### src/dram_seq_pkg.sv
// shared constants and types for the dram access sequencer
package dram_seq_pkg;
	// register byte offsets on the avalon slave
	localparam logic [4:0] OFF_CTRL_A = 5'h00;
	localparam logic [4:0] OFF_CTRL_B = 5'h04;
	localparam logic [4:0] OFF_ABW    = 5'h08;
	localparam logic [4:0] OFF_AST    = 5'h0C;
	localparam logic [4:0] OFF_WCH    = 5'h10;
	localparam logic [4:0] OFF_WCL    = 5'h14;
	localparam logic [4:0] OFF_STATUS = 5'h18;
	// field positions in dram_control_a
	localparam int CA_MAP_LSB = 0;
	localparam int CA_BURST   = 3;
	localparam int CA_ROWHOLD = 4;
	localparam int CA_REFRESH_INDICATOR_EN = 5;
	// field positions in dram_control_b
	localparam int CB_COLW_LSB = 0;
	localparam int CB_CAS_SEL  = 2;
	localparam int CB_PRE_EXT  = 3;
	localparam int CB_RCW      = 4;
	// reset values
	localparam logic [7:0] RST_CTRL = 8'h00;
	localparam logic [7:0] RST_ABW  = 8'hFF;
	localparam logic [7:0] RST_AST  = 8'hFF;
	localparam logic [7:0] RST_WC   = 8'hFF;
	// address multiplexing figures
	localparam int ROW_BASE     = 8;
	localparam int ROW_A20      = 20;
	localparam int CMP_BASE     = 9;
	localparam int CMP_TOP_1MB  = 19;
	localparam int CMP_TOP_16MB = 23;
	localparam logic [1:0] COLW_ILLEGAL = 2'h3;
	localparam logic [1:0] COLW_10BIT   = 2'h2;
	localparam logic [2:0] AREA_FIRST   = 3'h2;
	localparam logic [2:0] AREA_LAST    = 3'h5;
	localparam logic [1:0] WAIT_ONE     = 2'h1;

	typedef enum logic [3:0] {
		ST_IDLE  = 4'h0,
		ST_PRE   = 4'h1,
		ST_ROW   = 4'h2,
		ST_ROWW  = 4'h3,
		ST_COL1  = 4'h4,
		ST_CWAIT = 4'h5,
		ST_COL2  = 4'h6,
		ST_GAP   = 4'h7,
		ST_RPRE  = 4'h8,
		ST_RR1   = 4'h9,
		ST_RR2   = 4'hA
	} state_e;

	typedef struct packed {
		logic        valid;
		logic [23:0] addr;
		logic        write;
		logic        word;
		logic [2:0]  area;
	} req_s;

	typedef struct packed {
		logic [3:0]  ras_n;
		logic        pb4_n;
		logic        pb5_n;
		logic        pb4_en;
		logic        pb5_en;
		logic        hwr_n;
		logic        lwr_n;
		logic        we_n;
		logic        refresh_indicator_n;
		logic [12:0] addr;
	} dram_pins_s;

	// areas 2..5 that are dram space, bit 0 is area 2
	function automatic logic [3:0] map_dram(input logic [2:0] m);
		unique case (m)
			3'h0: map_dram = 4'h0;
			3'h1: map_dram = 4'h1;
			3'h2, 3'h3: map_dram = 4'h3;
			3'h4: map_dram = 4'h7;
			default: map_dram = 4'hF;
		endcase
	endfunction

	// row strobe pin serving area k (0 is area 2)
	function automatic logic [1:0] map_pin(input logic [2:0] m,
			input logic [1:0] k);
		unique case (m)
			3'h3, 3'h7: map_pin = 2'h0;
			3'h6: map_pin = {k[1], 1'b0};
			default: map_pin = k;
		endcase
	endfunction

	// row strobe pins in use for a map setting
	function automatic logic [3:0] map_used(input logic [2:0] m);
		unique case (m)
			3'h0: map_used = 4'h0;
			3'h2: map_used = 4'h3;
			3'h4: map_used = 4'h7;
			3'h5: map_used = 4'hF;
			3'h6: map_used = 4'h5;
			default: map_used = 4'h1;
		endcase
	endfunction
endpackage
### src/dram_access_sequencer.sv
// dram access sequencer: state machine, strobes and avalon registers
//
// Contract
// - map field selects dram areas, shared row strobes
// - row phase shifts address by column width
// - a20 not multiplexed in 1-mbyte mode
// - width bit picks 8-bit or 16-bit space
// - cas select routes strobes to port or writes
// - write enable on read pin, low on writes
// - refresh indicator low during refresh cycles
// - access is precharge, row, two column states
// - state control only gates column waits
// - idle state after dram before normal access when cas select routes strobes to writes
// - one precharge state, two when extended
// - row wait state when row wait bit set
// - zero to three column waits from counts
// - refresh ignores waits; wait pin never extends
// - 16-bit uses both strobes, 8-bit upper only
// - all 8-bit with port strobes frees line5
// - same-row bursts repeat only column states
// - compared row bits follow widths
// - compare ranges per column width, 16-bit
//
// Added by the designer: the Avalon-MM interface to the registers and the address map.
`timescale 1ns/100ps
module dram_access_sequencer
	import dram_seq_pkg::*;
(
	input  wire logic               ref_clk,         // system clock
	input  wire logic               rst_n,           // sync reset
	input  wire logic [4:0]         avs_address,     // register byte addr
	input  wire logic               avs_read,        // register read
	input  wire logic               avs_write,       // register write
	input  wire logic [31:0]        avs_writedata,   // write data
	input  wire logic [3:0]         avs_byteenable,  // byte lanes
	output logic      [31:0]        avs_readdata,    // read data
	output logic                    avs_waitrequest, // stall
	input  wire dram_seq_pkg::req_s req,             // access request
	input  wire logic               mode_1mb,        // 1-mbyte mode
	input  wire logic               refresh_req,     // refresh request
	output logic                    req_taken,       // request taken
	output logic                    normal_go,       // non-dram may run
	output logic                    access_done,     // dram access end
	output logic                    refresh_ack,     // refresh end
	output dram_seq_pkg::dram_pins_s pins            // dram pins
);
	import dram_seq_pkg::*;

	state_e      state;
	state_e      next_state;
	logic [7:0]  ctrl_a;
	logic [7:0]  ctrl_b;
	logic [7:0]  abw;
	logic [7:0]  ast;
	logic [7:0]  wch;
	logic [7:0]  wcl;
	logic        pre_done;
	logic [1:0]  wcnt;
	logic        last_dram;
	logic [23:0] cur_addr;
	logic        cur_write;
	logic        cur_word;
	logic [2:0]  cur_area;
	logic        cur_bus8;
	logic [1:0]  cur_wait;
	logic [23:0] cur_key;
	logic [12:0] cur_row;
	logic [1:0]  cur_pin;
	logic [12:0] req_row;
	logic [23:0] req_key;
	dram_pins_s  next_pins;

	// control fields
	wire [2:0] map_field = ctrl_a[CA_MAP_LSB +: 3];
	wire       burst_en  = ctrl_a[CA_BURST];
	wire       refresh_indicator_en   = ctrl_a[CA_REFRESH_INDICATOR_EN];
	wire [1:0] colw      = ctrl_b[CB_COLW_LSB +: 2];
	wire       cas_sel   = ctrl_b[CB_CAS_SEL];
	wire       pre_ext   = ctrl_b[CB_PRE_EXT];
	wire       row_column_wait_bit       = ctrl_b[CB_RCW];
	wire [3:0] dram_mask = map_dram(map_field);
	wire [3:0] ras_used  = map_used(map_field);

	// request decode
	wire [2:0] rel      = req.area - AREA_FIRST;
	wire [1:0] idx      = rel[1:0];
	wire       in_range = (req.area >= AREA_FIRST) && (req.area <= AREA_LAST);
	wire       req_dram = in_range && dram_mask[idx];
	wire       req_bus8 = abw[req.area];
	wire [7:0] wait_all = {wch[3:0], wcl[7:4]};
	wire [1:0] req_wait = ast[req.area] ? wait_all[{idx, 1'b0} +: 2] : 2'h0;
	wire [1:0] req_pin  = map_pin(map_field, idx);
	wire       all_bus8 = &(abw[5:2] | ~dram_mask);

	// sequencing decisions; a request whose answer stands is not retaken
	wire req_new   = req.valid && !req_taken;
	wire refresh_indicator_go   = refresh_req && (map_field != 3'h0) && !refresh_ack;
	wire need_gap  = last_dram && cas_sel;
	wire burst_hit = (state == ST_COL2) && burst_en && req.valid && req_dram &&
		(req.area == cur_area) && (req_key == cur_key) && !refresh_req;
	wire idle_take = (state == ST_IDLE) && req_new && !refresh_indicator_go &&
		(req_dram || !need_gap);
	wire accept    = idle_take || (state == ST_GAP) || burst_hit;
	wire take_dram = accept && req_dram;
	wire in_access = (state == ST_ROW) || (state == ST_ROWW) ||
		(state == ST_COL1) || (state == ST_CWAIT) || (state == ST_COL2);
	wire in_col    = (state == ST_COL1) || (state == ST_CWAIT) ||
		(state == ST_COL2);
	wire in_refresh_indicator   = (state == ST_RPRE) || (state == ST_RR1) ||
		(state == ST_RR2);
	wire pre_more  = pre_ext && !pre_done;

	// row address and compare key of the incoming request
	dram_addr_mux u_mux (
		.addr     (req.addr),
		.colw     (colw),
		.bus8     (req_bus8),
		.mode_1mb (mode_1mb),
		.row      (req_row),
		.key      (req_key)
	);

	// avalon slave: one wait cycle, unmapped reads zero
	wire bus_req  = avs_read || avs_write;
	wire do_write = avs_write && !avs_waitrequest && avs_byteenable[0];
	wire [7:0] wd = avs_writedata[7:0];
	wire map_ok   = (map_field == 3'h0) || (wd[2:0] == 3'h0) ||
		(wd[2:0] == map_field);
	wire [7:0] status = {3'h0, in_access || in_refresh_indicator, state};
	wire [7:0] rd_val =
		(avs_address == OFF_CTRL_A) ? ctrl_a :
		(avs_address == OFF_CTRL_B) ? ctrl_b :
		(avs_address == OFF_ABW)    ? abw :
		(avs_address == OFF_AST)    ? ast :
		(avs_address == OFF_WCH)    ? wch :
		(avs_address == OFF_WCL)    ? wcl :
		(avs_address == OFF_STATUS) ? status : 8'h00;

	// bus handshake and read data
	always_ff @(posedge ref_clk) begin
		if (!rst_n) begin
			avs_waitrequest <= 1'b1;
			avs_readdata    <= 32'h0000_0000;
		end else begin
			avs_waitrequest <= !(bus_req && avs_waitrequest);
			if (avs_read && avs_waitrequest)
				avs_readdata <= {24'h00_0000, rd_val};
		end
	end

	// control registers
	always_ff @(posedge ref_clk) begin
		if (!rst_n) begin
			ctrl_a <= RST_CTRL;
			ctrl_b <= RST_CTRL;
			abw    <= RST_ABW;
			ast    <= RST_AST;
			wch    <= RST_WC;
			wcl    <= RST_WC;
		end else if (do_write) begin
			if (avs_address == OFF_CTRL_A)
				ctrl_a <= map_ok ? wd : {wd[7:3], map_field};
			if (avs_address == OFF_CTRL_B)
				ctrl_b <= wd;
			if (avs_address == OFF_ABW)
				abw <= wd;
			if (avs_address == OFF_AST)
				ast <= wd;
			if (avs_address == OFF_WCH)
				wch <= wd;
			if (avs_address == OFF_WCL)
				wcl <= wd;
		end
	end

	// next state; the external wait pin is not looked at here
	always_comb begin
		next_state = ST_IDLE;
		unique case (state)
			ST_IDLE: begin
				if (refresh_indicator_go)
					next_state = ST_RPRE;
				else if (req_new && req_dram)
					next_state = ST_PRE;
				else if (req_new && need_gap)
					next_state = ST_GAP;
				else
					next_state = ST_IDLE;
			end
			ST_PRE:   next_state = pre_more ? ST_PRE : ST_ROW;
			ST_ROW:   next_state = row_column_wait_bit ? ST_ROWW : ST_COL1;
			ST_ROWW:  next_state = ST_COL1;
			ST_COL1: begin
				next_state = (cur_wait != 2'h0) ? ST_CWAIT : ST_COL2;
			end
			ST_CWAIT: begin
				next_state = (wcnt == WAIT_ONE) ? ST_COL2 : ST_CWAIT;
			end
			ST_COL2:  next_state = burst_hit ? ST_COL1 : ST_IDLE;
			ST_GAP:   next_state = ST_IDLE;
			ST_RPRE:  next_state = pre_more ? ST_RPRE : ST_RR1;
			ST_RR1:   next_state = ST_RR2;
			ST_RR2:   next_state = ST_IDLE;
			default:  next_state = ST_IDLE;
		endcase
	end

	// state, precharge flag and column wait counter
	always_ff @(posedge ref_clk) begin
		if (!rst_n) begin
			state    <= ST_IDLE;
			pre_done <= 1'b0;
			wcnt     <= 2'h0;
		end else begin
			state    <= next_state;
			pre_done <= (state == ST_PRE) || (state == ST_RPRE);
			if (state == ST_COL1)
				wcnt <= cur_wait;
			else if (state == ST_CWAIT)
				wcnt <= wcnt - WAIT_ONE;
		end
	end

	// latch the taken dram access
	always_ff @(posedge ref_clk) begin
		if (!rst_n) begin
			cur_addr  <= 24'h00_0000;
			cur_write <= 1'b0;
			cur_word  <= 1'b0;
			cur_area  <= 3'h0;
			cur_bus8  <= 1'b0;
			cur_wait  <= 2'h0;
			cur_key   <= 24'h00_0000;
			cur_row   <= 13'h0000;
			cur_pin   <= 2'h0;
		end else if (take_dram) begin
			cur_addr  <= req.addr;
			cur_write <= req.write;
			cur_word  <= req.word;
			cur_area  <= req.area;
			cur_bus8  <= req_bus8;
			cur_wait  <= req_wait;
			cur_key   <= req_key;
			cur_row   <= req_row;
			cur_pin   <= req_pin;
		end
	end

	// remembers a finished dram cycle for the idle state
	always_ff @(posedge ref_clk) begin
		if (!rst_n)
			last_dram <= 1'b0;
		else if ((state == ST_COL2) && !burst_hit)
			last_dram <= 1'b1;
		else if ((accept && !req_dram) || (state == ST_RPRE))
			last_dram <= 1'b0;
	end

	// column strobes per data half
	wire upper_col_strobe_on = (in_col && (cur_bus8 || cur_word || !cur_addr[0])) ||
		(state == ST_RR1) || (state == ST_RR2);
	wire lower_col_strobe_on = (in_col && !cur_bus8 && (cur_word || cur_addr[0])) ||
		(((state == ST_RR1) || (state == ST_RR2)) && !all_bus8);
	wire [3:0] ras_acc = in_access ? (4'h1 << cur_pin) : 4'h0;
	wire [3:0] ras_ref = (state == ST_RR2) ? ras_used : 4'h0;

	// pin values for the next cycle
	always_comb begin
		next_pins.ras_n  = ~(ras_acc | ras_ref);
		next_pins.pb4_n  = !(upper_col_strobe_on && !cas_sel);
		next_pins.pb5_n  = !(lower_col_strobe_on && !cas_sel);
		next_pins.pb4_en = !cas_sel && (map_field != 3'h0);
		next_pins.pb5_en = !cas_sel && (map_field != 3'h0) && !all_bus8;
		next_pins.hwr_n  = !(upper_col_strobe_on && cas_sel);
		next_pins.lwr_n  = !(lower_col_strobe_on && cas_sel);
		next_pins.we_n   = !(in_access && cur_write);
		next_pins.refresh_indicator_n = !(in_refresh_indicator && refresh_indicator_en);
		next_pins.addr   = in_col ? cur_addr[12:0] : cur_row;
	end

	// registered outputs
	always_ff @(posedge ref_clk) begin
		if (!rst_n) begin
			pins        <= '{ras_n: 4'hF, addr: 13'h0000, pb4_en: 1'b0,
				pb5_en: 1'b0, default: 1'b1};
			req_taken   <= 1'b0;
			normal_go   <= 1'b0;
			access_done <= 1'b0;
			refresh_ack <= 1'b0;
		end else begin
			pins        <= next_pins;
			req_taken   <= accept;
			normal_go   <= accept && !req_dram;
			access_done <= (state == ST_COL2);
			refresh_ack <= (state == ST_RR2);
		end
	end
endmodule

### src/dram_addr_mux.sv
// row address multiplexer and burst row compare key
`timescale 1ns/100ps
module dram_addr_mux
	import dram_seq_pkg::*;
(
	input  wire logic [23:0] addr,     // full access address
	input  wire logic [1:0]  colw,     // column width select
	input  wire logic        bus8,     // area is 8-bit space
	input  wire logic        mode_1mb, // 1-mbyte operating mode
	output logic      [12:0] row,      // row phase address lines
	output logic      [23:0] key       // masked row compare value
);
	// illegal width falls back to ten column bits
	wire [1:0] shift = (colw == COLW_ILLEGAL) ? COLW_10BIT : colw;
	wire [4:0] lo    = 5'(CMP_BASE) + {3'h0, shift} - {4'h0, bus8};
	wire [4:0] top   = mode_1mb ? 5'(CMP_TOP_1MB) : 5'(CMP_TOP_16MB);

	// per line: row bit shifted down, a20 held back in 1-mbyte mode
	for (genvar i = 0; i < 13; i++) begin : g_row
		wire [2:0] cand;
		for (genvar k = 0; k < 3; k++) begin : g_k
			localparam int S = i + ROW_BASE + k;
			assign cand[k] = (S > ROW_A20) ? addr[i] :
				((S == ROW_A20) && mode_1mb) ? addr[i] : addr[S];
		end
		assign row[i] = cand[shift];
	end

	// compare range depends on column width and bus width
	for (genvar b = 0; b < 24; b++) begin : g_key
		assign key[b] = (5'(b) >= lo) && (5'(b) <= top) && addr[b];
	end
endmodule

### config.mk
export PLATFORM = sky130hd
export DESIGN_NAME = dram_access_sequencer
export DESIGN_NICKNAME = d
export VERILOG_FILES = /design/src/dram_seq_pkg.sv /design/src/dram_access_sequencer.sv /design/src/dram_addr_mux.sv
export SDC_FILE = /design/constraint.sdc
export NUM_CORES = 1
export LEC_CHECK = 0
export ABC_AREA = 1
export BUFFER_PORTS_ARGS = -buffer_cell sky130_fd_sc_hd__buf_2
export CAP_MARGIN = 40
export CORE_MARGIN = 5
export CORE_UTILIZATION = 54
export CTS_CLUSTER_SIZE = 12
export DETAILED_ROUTE_END_ITERATION = 8
export PLACE_DENSITY = 0.79
export SLEW_MARGIN = 20
export SYNTH_ARGS = -nofsm -noshare
export SYNTH_HDL_FRONTEND = slang
export SYNTH_SLANG_ARGS = --single-unit
### constraint.sdc
create_clock -name ref_clk -period 8.2 [get_ports ref_clk]
set_input_delay 0.82 -clock ref_clk [delete_from_list [all_inputs] [get_ports ref_clk]]
set_output_delay 0.82 -clock ref_clk [all_outputs]
set_load 0.1 [all_outputs]
==> results.py, run 1 <==
metrics = {
    "power_and_ir_drop": {
        "power_frac_seq_pct": 43.6,
        "combinationalPowerShare_pct": 10.9,
        "peakVddDrop_uv": 167,
        "finalPower_mw": 1.64,
        "power_density_mw_per_mm2": 196,
        "internal_power_mw": 1.19,
        "p_sw_share_pct": 27.5,
        "cellLeakagePower_nw": 3.65,
        "p_sw_uw": 450,
        "power_frac_clock_pct": 45.5,
    },
    "cells_and_area": {
        "drive_gt1_share_pct": 16.9,
        "layout_common_cells": "nand2_1, dfxtp_1, nor2_1, inv_1",
        "num_antenna_cells": 0,
        "fin_cells": 1320,
        "fin_nets": 1214,
        "area_delta_synth_final_pct": 12.7,
        "final_util_pct": 62.7,
        "layout.cells.most_common": "nand2_1",
    },
    "synthesis": {
        "synth_flop_cell": "dfxtp_1",
        "synth-compound-area-share_pct": 16.9,
        "yosysWarnings": 0,
        "synth.avg_cell_area_sq_um": 6.96,
        "synthXorXnorAreaFrac_pct": 0.472,
        "synthMuxAreaShare_pct": 0,
        "synth_top_family_by_area": "simple AND/OR/NAND/NOR gates",
        "syn_inst": 1068,
        "yosys_register_bits": 146,
        "synth_fa_ha_area_share_pct": 1.01,
        "synth_seq_area_share_pct": 39.3,
        "synth_simple_gate_area_share_pct": 30.9,
        "async_reset_ff_share_pct": 0,
        "synth_cell_types": 44,
        "synth-edff-count": 0,
        "synth_area_sq_mm": 0.00743,
    },
    "sta": {
        "setup_viol": 0,
        "fin_crit_sh_pct": 53.2,
        "max_freq_ghz": 0.229,
        "tightest_slew_ns": 0.804,
        "setup_slack_ns": 3.84,
        "rsz0062_at_grt": "no",
        "fin_setup_tns_ns": 0,
        "final_max_slew_viol_count": 0,
        "relSlewSlack_pct": 46.3,
        "hold_viol": 0,
        "fin_skew_ns": 0.00806,
        "min_period_ns": 4.36,
    },
    "floorplanning": {
        "fp.dieArea_sq_mm": 0.0162,
        "rows": 42,
        "dieWidth_um": 127,
        "core_sq_mm": 0.0133,
        "die_h_um": 127,
        "start_util_pct": 55.7,
        "num_io_pins": 139,
    },
    "placement": {
        "dp_cells": 1287,
        "dpl_worst_slack_ns": 3.45,
        "dp_hpwl_mm": 13.8,
        "io_buffers": 87,
        "gp_congestion": 0.942,
    },
    "worst_hold_path": {
        "hp-class": "register to register",
    },
    "setup_path": {
        "reg2reg_from": "ctrl_b[0]",
        "r2r_setup_slack_ns": 4.10,
        "worstPathArrival_ns": 4.64,
        "crit_path_end": "cur_key[14]",
        "crit_type": "input port to register",
        "start_kind": "input port",
        "required_ns": 8.48,
        "r2r_end": "cur_key[14]",
        "worstSetupStartpoint": "req[0]",
        "endpoint_kind": "register",
        "critPathMaxFanout": 43,
        "r2r_cells": 17,
    },
    "clock_network": {
        "post_cts_buffers": 0,
        "clk_pin_slew_ns": 0.06,
        "htree_levels": 4,
        "clockRootBuffer": "clkbuf_16",
        "cts_tree": "built",
        "cts_buffer_depth": 2,
        "ctsHoldBuffers": 0,
        "ctsResizeCount": 0,
        "worstSkewPairLatency_ns": 0.42,
        "clock-sinks": 146,
        "cts_buffers": 17,
    },
    "global_route": {
        "grt_pass1_vias": 6393,
        "antenna_found_initial": 1,
        "use_met2_pct": 35.6,
        "grt_pass1_wl_mm": 31.5,
        "grt_use_total_pct": 24.0,
        "grt_remaining_overflow": 0,
        "use_met3_pct": 5.43,
        "grt_max_degree": 86,
        "busiest_layer": "met2",
        "met1_usage_pct": 34.0,
    },
    "route": {
        "via_count": 7145,
        "drt_iter0_markers": 803,
        "dr.pass1.iters": 5,
        "wl_per_cell_um": 14.7,
        "drtAntennaViolNets": 0,
        "wl_mm": 19.5,
        "vias_per_cell": 5.41,
        "drcViolationCount": 0,
    },
    "flow_run": {
        "maxCapViolations": 0,
    },
    "run_status": {
        "status": "complete, no violations",
    },
}
[critical path: stages]
cell	delay (ns)
buf_2	0.21
inv_2	0.25
o21ai_0	0.12
o22ai_1	0.19
nand2_1	0.08
nand3_1	0.16
inv_1	0.07
ha_1	0.24
ha_1	0.33
o21bai_1	0.20
nand2_1	0.09
nand2_1	0.06
nand2_1	0.05
nand3_1	0.09
nor2_2	0.04
nand2_2	0.13
nand3_4	0.32
buf_12	0.33
nand2_2	0.58
nand2_1	0.10
nand2_1	0.10
nor2_1	0.04
[cells by family (layout without fill, tap and decap cells)]
logic type      after synthesis  count (layout)
compound gates              220             220
xor+xnor                      4               4
fa+ha+maj                     6               6
buf+inv                     175             228
flops                       146             146
other cells                   1              24
simple gates                516             516
[state kept, by name, summed over array words and instances (netlist names), 8 cells and up]
signal        count
ctrl_a            8
avs_readdata      8
ast               8
pins             25
abw               8
cur_addr         13
cur_key          16
cur_row          13
ctrl_b            8
wch               8
wcl               8
[worst min-delay path by stage]
stage / start / end / slack [ns] / cells past startpoint
after floorplan: ctrl_a[5] / pins[13] / 0.38 / 1
after global routing: cur_write / pins[14] / 0.44 / 1
after CTS: cur_write / pins[14] / 0.44 / 1
after global placement: avs_waitrequest / avs_waitrequest / 0.42 / 1
after detailed placement: cur_write / pins[14] / 0.42 / 1
final: cur_write / pins[14] / 0.44 / 1
[area by class of cell]
| class | count | area, sq um |
|---|---|---|
| clock buffer | 20 | 467 |
| clock inverter | 12 | 105 |
| fill | 1248 | 4970 |
| inverter | 102 | 383 |
| multi-input combinational | 770 | 3760 |
| sequential | 146 | 2920 |
| tap | 176 | 220 |
| timing repair buffer | 94 | 520 |
[routing by layer]
layer  vias up  share of wire (%)
met5         -              0.036
met4         2                2.8
met3        50                9.0
met2       302                 43
met1      3223                 45
li1       3568                  -
[power by group through the flow]
stage / clock (mW) / combinational [mW] / sequential [mW]
after floorplan: 0 / 0.127 / 0.749
after global placement: 0 / 0.172 / 0.731
after detailed placement: 0 / 0.174 / 0.731
after CTS: 0.753 / 0.175 / 0.715
after global routing: 0.792 / 0.190 / 0.715
final: 0.745 / 0.178 / 0.715
[synthesized netlist by cell type (2+ instances only)]
master	n	area share [%]
a21oi_1	87	5.9
a21oi_2	16	1.9
a22oi_1	3	0.30
a31oi_1	4	0.34
buf_1	6	0.30
buf_12	2	0.54
buf_2	9	0.61
buf_4	27	2.7
buf_6	3	0.45
clkbuf_1	25	1.3
dfxtp_1	146	39
ha_1	6	1.0
inv_1	95	4.8
inv_2	6	0.30
nand2_1	275	14
nand2_2	4	0.34
nand3_1	57	3.8
nand3_2	31	4.2
nand4_1	6	0.51
nor2_1	123	6.2
nor2_2	4	0.34
nor3_1	7	0.47
nor4_1	2	0.17
o211ai_1	21	2.1
o21ai_0	72	4.9
o21ai_1	2	0.13
o22ai_1	7	0.59
o31ai_1	3	0.30
xnor2_1	4	0.47
[stage by stage]
stage,hold WS (ns),area (sq um)
6_report,0.435,8380
5_1_grt,0.445,8380
4_1_cts,0.436,8350
3_5_place_dp,0.419,7780
3_3_place_gp,0.425,7760
2_1_floorplan,0.381,7520
(Power assumes the default switching activity.)
==> run 2: changes to the inputs <==
--- a/config.mk
+++ b/config.mk
@@ -5,14 +5,14 @@
 export SDC_FILE = /design/constraint.sdc
 export NUM_CORES = 1
 export LEC_CHECK = 0
-export ABC_AREA = 1
+export ABC_AREA = 0
 export BUFFER_PORTS_ARGS = -buffer_cell sky130_fd_sc_hd__buf_2
 export CAP_MARGIN = 40
 export CORE_MARGIN = 5
-export CORE_UTILIZATION = 54
+export CORE_UTILIZATION = 50
 export CTS_CLUSTER_SIZE = 12
 export DETAILED_ROUTE_END_ITERATION = 8
-export PLACE_DENSITY = 0.79
+export PLACE_DENSITY = 0.77
 export SLEW_MARGIN = 20
 export SYNTH_ARGS = -nofsm -noshare
 export SYNTH_HDL_FRONTEND = slang
==> constraint.sdc (replaced) <==
create_clock -name ref_clk -period 3.87 [get_ports ref_clk]
set_input_delay 0.387 -clock ref_clk [delete_from_list [all_inputs] [get_ports ref_clk]]
set_output_delay 0.387 -clock ref_clk [all_outputs]
set_load 0.1 [all_outputs]
==> run 2 against run 1 <==
Compared with the run above:
- sequential share of layout area is the same
- critical path type is now register to register
- synthesized cell count shrank 17%
- final cell count decreased by 13%
==> results.py, run 2 <==
metrics = {
    "clock_network": {
        "post_cts_buffers": 0,
        "cts_tree": "built",
        "cts_buffer_depth": 2,
        "ctsHoldBuffers": 0,
        "worstSkewPairLatency_ns": 0.42,
        "clk_pin_slew_ns": 0.06,
        "clock-sinks": 146,
        "ctsResizeCount": 0,
        "cts_buffers": 17,
        "htree_levels": 4,
        "clockRootBuffer": "clkbuf_16",
    },
    "worst_hold_path": {
        "hp-class": "input port to register",
        "hold_depth": 2,
        "worstHoldStart": "avs_read",
        "worst_hold_path.endpoint": "avs_waitrequest",
    },
    "cells_and_area": {
        "layout_common_cells": "nand2_1, dfxtp_1, buf_2, mux2i_1, nand3_1",
        "layout.cells.most_common": "nand2_1",
        "largest_reg_flops": 25,
        "regMostFlops": "pins",
        "area_delta_synth_final_pct": 13.8,
        "num_antenna_cells": 0,
        "final_util_pct": 57.8,
        "fin_nets": 1033,
        "drive_gt1_share_pct": 15.0,
        "fill_cells": 1298,
        "fin_cells": 1146,
        "top_regs": "pins x25, cur_key x16",
    },
    "global_route": {
        "grt_pass1_wl_mm": 31.5,
        "grt_use_total_pct": 22.0,
        "antenna_found_initial": 0,
        "grt_max_degree": 79,
        "grt_remaining_overflow": 0,
        "grt_pass1_vias": 6057,
    },
    "sta": {
        "tightest_slew_ns": 0.727,
        "relSlewSlack_pct": 51.0,
        "max_freq_ghz": 0.293,
        "setup_viol": 0,
        "min_period_ns": 3.41,
        "fin_crit_sh_pct": 88.2,
        "final_max_slew_viol_count": 0,
        "fin_setup_tns_ns": 0,
        "fin_skew_ns": 0.00883,
        "rsz0062_at_grt": "no",
        "hold_viol": 0,
        "setup_slack_ns": 0.456,
    },
    "synthesis": {
        "yosysTopAreaCellShare_pct": 39.7,
        "yosys_register_bits": 146,
        "yosysMostFrequentCell": "nand2_1",
        "synthTopCellsByCount": "nand2_1, dfxtp_1, mux2i_1",
        "yosysWarnings": 0,
        "async_reset_ff_share_pct": 0,
        "yosys.area.top_type": "dfxtp_1",
        "synth-edff-count": 0,
        "synth_area_leaders": "dfxtp_1, nand2_1, mux2i_1",
        "synth_seq_area_share_pct": 39.7,
        "syn_inst": 889,
        "synth_flop_cell": "dfxtp_1",
        "synth_cell_types": 62,
        "synth.avg_cell_area_sq_um": 8.28,
        "synth_area_sq_mm": 0.00736,
    },
    "route": {
        "dr.pass1.iters": 6,
        "wl_mm": 19.0,
        "drtAntennaViolNets": 0,
        "drt_iter0_markers": 656,
        "via_count": 6362,
        "wl_per_cell_um": 16.6,
        "vias_per_cell": 5.55,
        "drcViolationCount": 0,
    },
    "setup_path": {
        "endpoint_kind": "register",
        "required_ns": 4.17,
        "r2r_setup_slack_ns": 0.46,
        "start_kind": "register",
        "r2r_cells": 12,
        "reg2reg_from": "abw[4]",
        "worstPathArrival_ns": 3.72,
        "critPathMaxFanout": 24,
        "r2r_end": "cur_addr[7]",
        "crit_type": "register to register",
    },
    "floorplanning": {
        "start_util_pct": 50.8,
        "dieWidth_um": 131,
        "rows": 44,
        "num_io_pins": 139,
        "die_h_um": 131,
        "fp.dieArea_sq_mm": 0.0173,
        "core_sq_mm": 0.0145,
    },
    "power_and_ir_drop": {
        "power_frac_clock_pct": 46.4,
        "p_sw_uw": 909,
        "internal_power_mw": 2.56,
        "p_sw_share_pct": 26.2,
        "power_frac_seq_pct": 43.7,
        "power_density_mw_per_mm2": 414,
        "peakVddDrop_uv": 319,
        "combinationalPowerShare_pct": 9.9,
        "cellLeakagePower_nw": 3.76,
    },
    "flow_run": {
        "maxCapViolations": 0,
    },
    "placement": {
        "dpl_worst_slack_ns": 0.268,
        "dp_hpwl_mm": 13.4,
        "dp_cells": 1115,
        "io_buffers": 87,
        "gp_congestion": 0.897,
    },
    "run_status": {
        "status": "complete, no violations",
    },
}
==> run 2: critical path, cell delays in order (launching register included) <==
cell and delay, ns:
dfxtp_1 0.36, mux4_2 0.47, mux2i_1 0.29, ha_1 0.26, inv_1 0.07, ha_1 0.19
o21bai_1 0.17, nor4b_1 0.15, or4_4 0.55, nor3_4 0.20, a31oi_4 0.21, buf_12 0.24
mux2i_1 0.14
==> run 2: stage by stage <==
stage                     cell area, sq um  total power, mW  hold slack (ns)
after CTS                             8380             3.48            0.187
after global placement                7800             1.89            0.372
after floorplan                       7450             1.83            0.358
after global routing                  8380             3.58            0.193
after detailed placement              7800             1.89            0.375
final                                 8380             3.47            0.196
==> run 2: cell families after synthesis <==
group | count (synthesis) | synth area share, %
AO/OA/AOI/OAI | 132 | 12.3
XOR/XNOR | 17 | 2.02
adder cells (fa/ha/maj) | 6 | 1.02
buffers and inverters | 98 | 6.83
flip-flops | 146 | 39.7
multiplexers | 92 | 13.6
other | 1 | 0.0509
AND/OR/NAND/NOR | 397 | 24.5
==> run 2: area by class of cell <==
type	count	area, sq um	share of cell area (%)
repair buffers	101	568	6.78
multi-input cells	668	4020	48.0
flip-flops and latches	146	2920	34.9
inverters	16	60.1	0.717
clock inverters	9	108	1.28
well taps	184	230	2.75
clock buffers	22	464	5.54
==> run 2: how the worst max path moves through the flow <==
stage                      start     endpoint  cells after the start
after global routing      abw[4]   cur_row[7]                     12
after floorplan           req[0]     cur_bus8                     12
final                     abw[4]  cur_addr[7]                     12
after CTS                 abw[4]  cur_addr[7]                     12
after global placement    req[0]   cur_row[5]                     13
after detailed placement  req[0]  cur_addr[7]                     13
==> run 2: power by group through the flow <==
stage	clock, mW	sequential (mW)	combinational, mW
global placement	0	1.55	0.338
detailed placement	0	1.55	0.340
finish	1.61	1.52	0.344
floorplan	0	1.59	0.235
CTS	1.63	1.52	0.341
global route	1.70	1.52	0.364
==> run 2: per-layer routing <==
metal  vias to the layer above  GRT usage (%)  share of wire, %
met5                         -              0                 0
met4                         0           7.09               1.9
met3                        34           5.39               7.1
met2                       248           34.9                46
met1                      2953           29.8                45
li1                       3127              -                 -
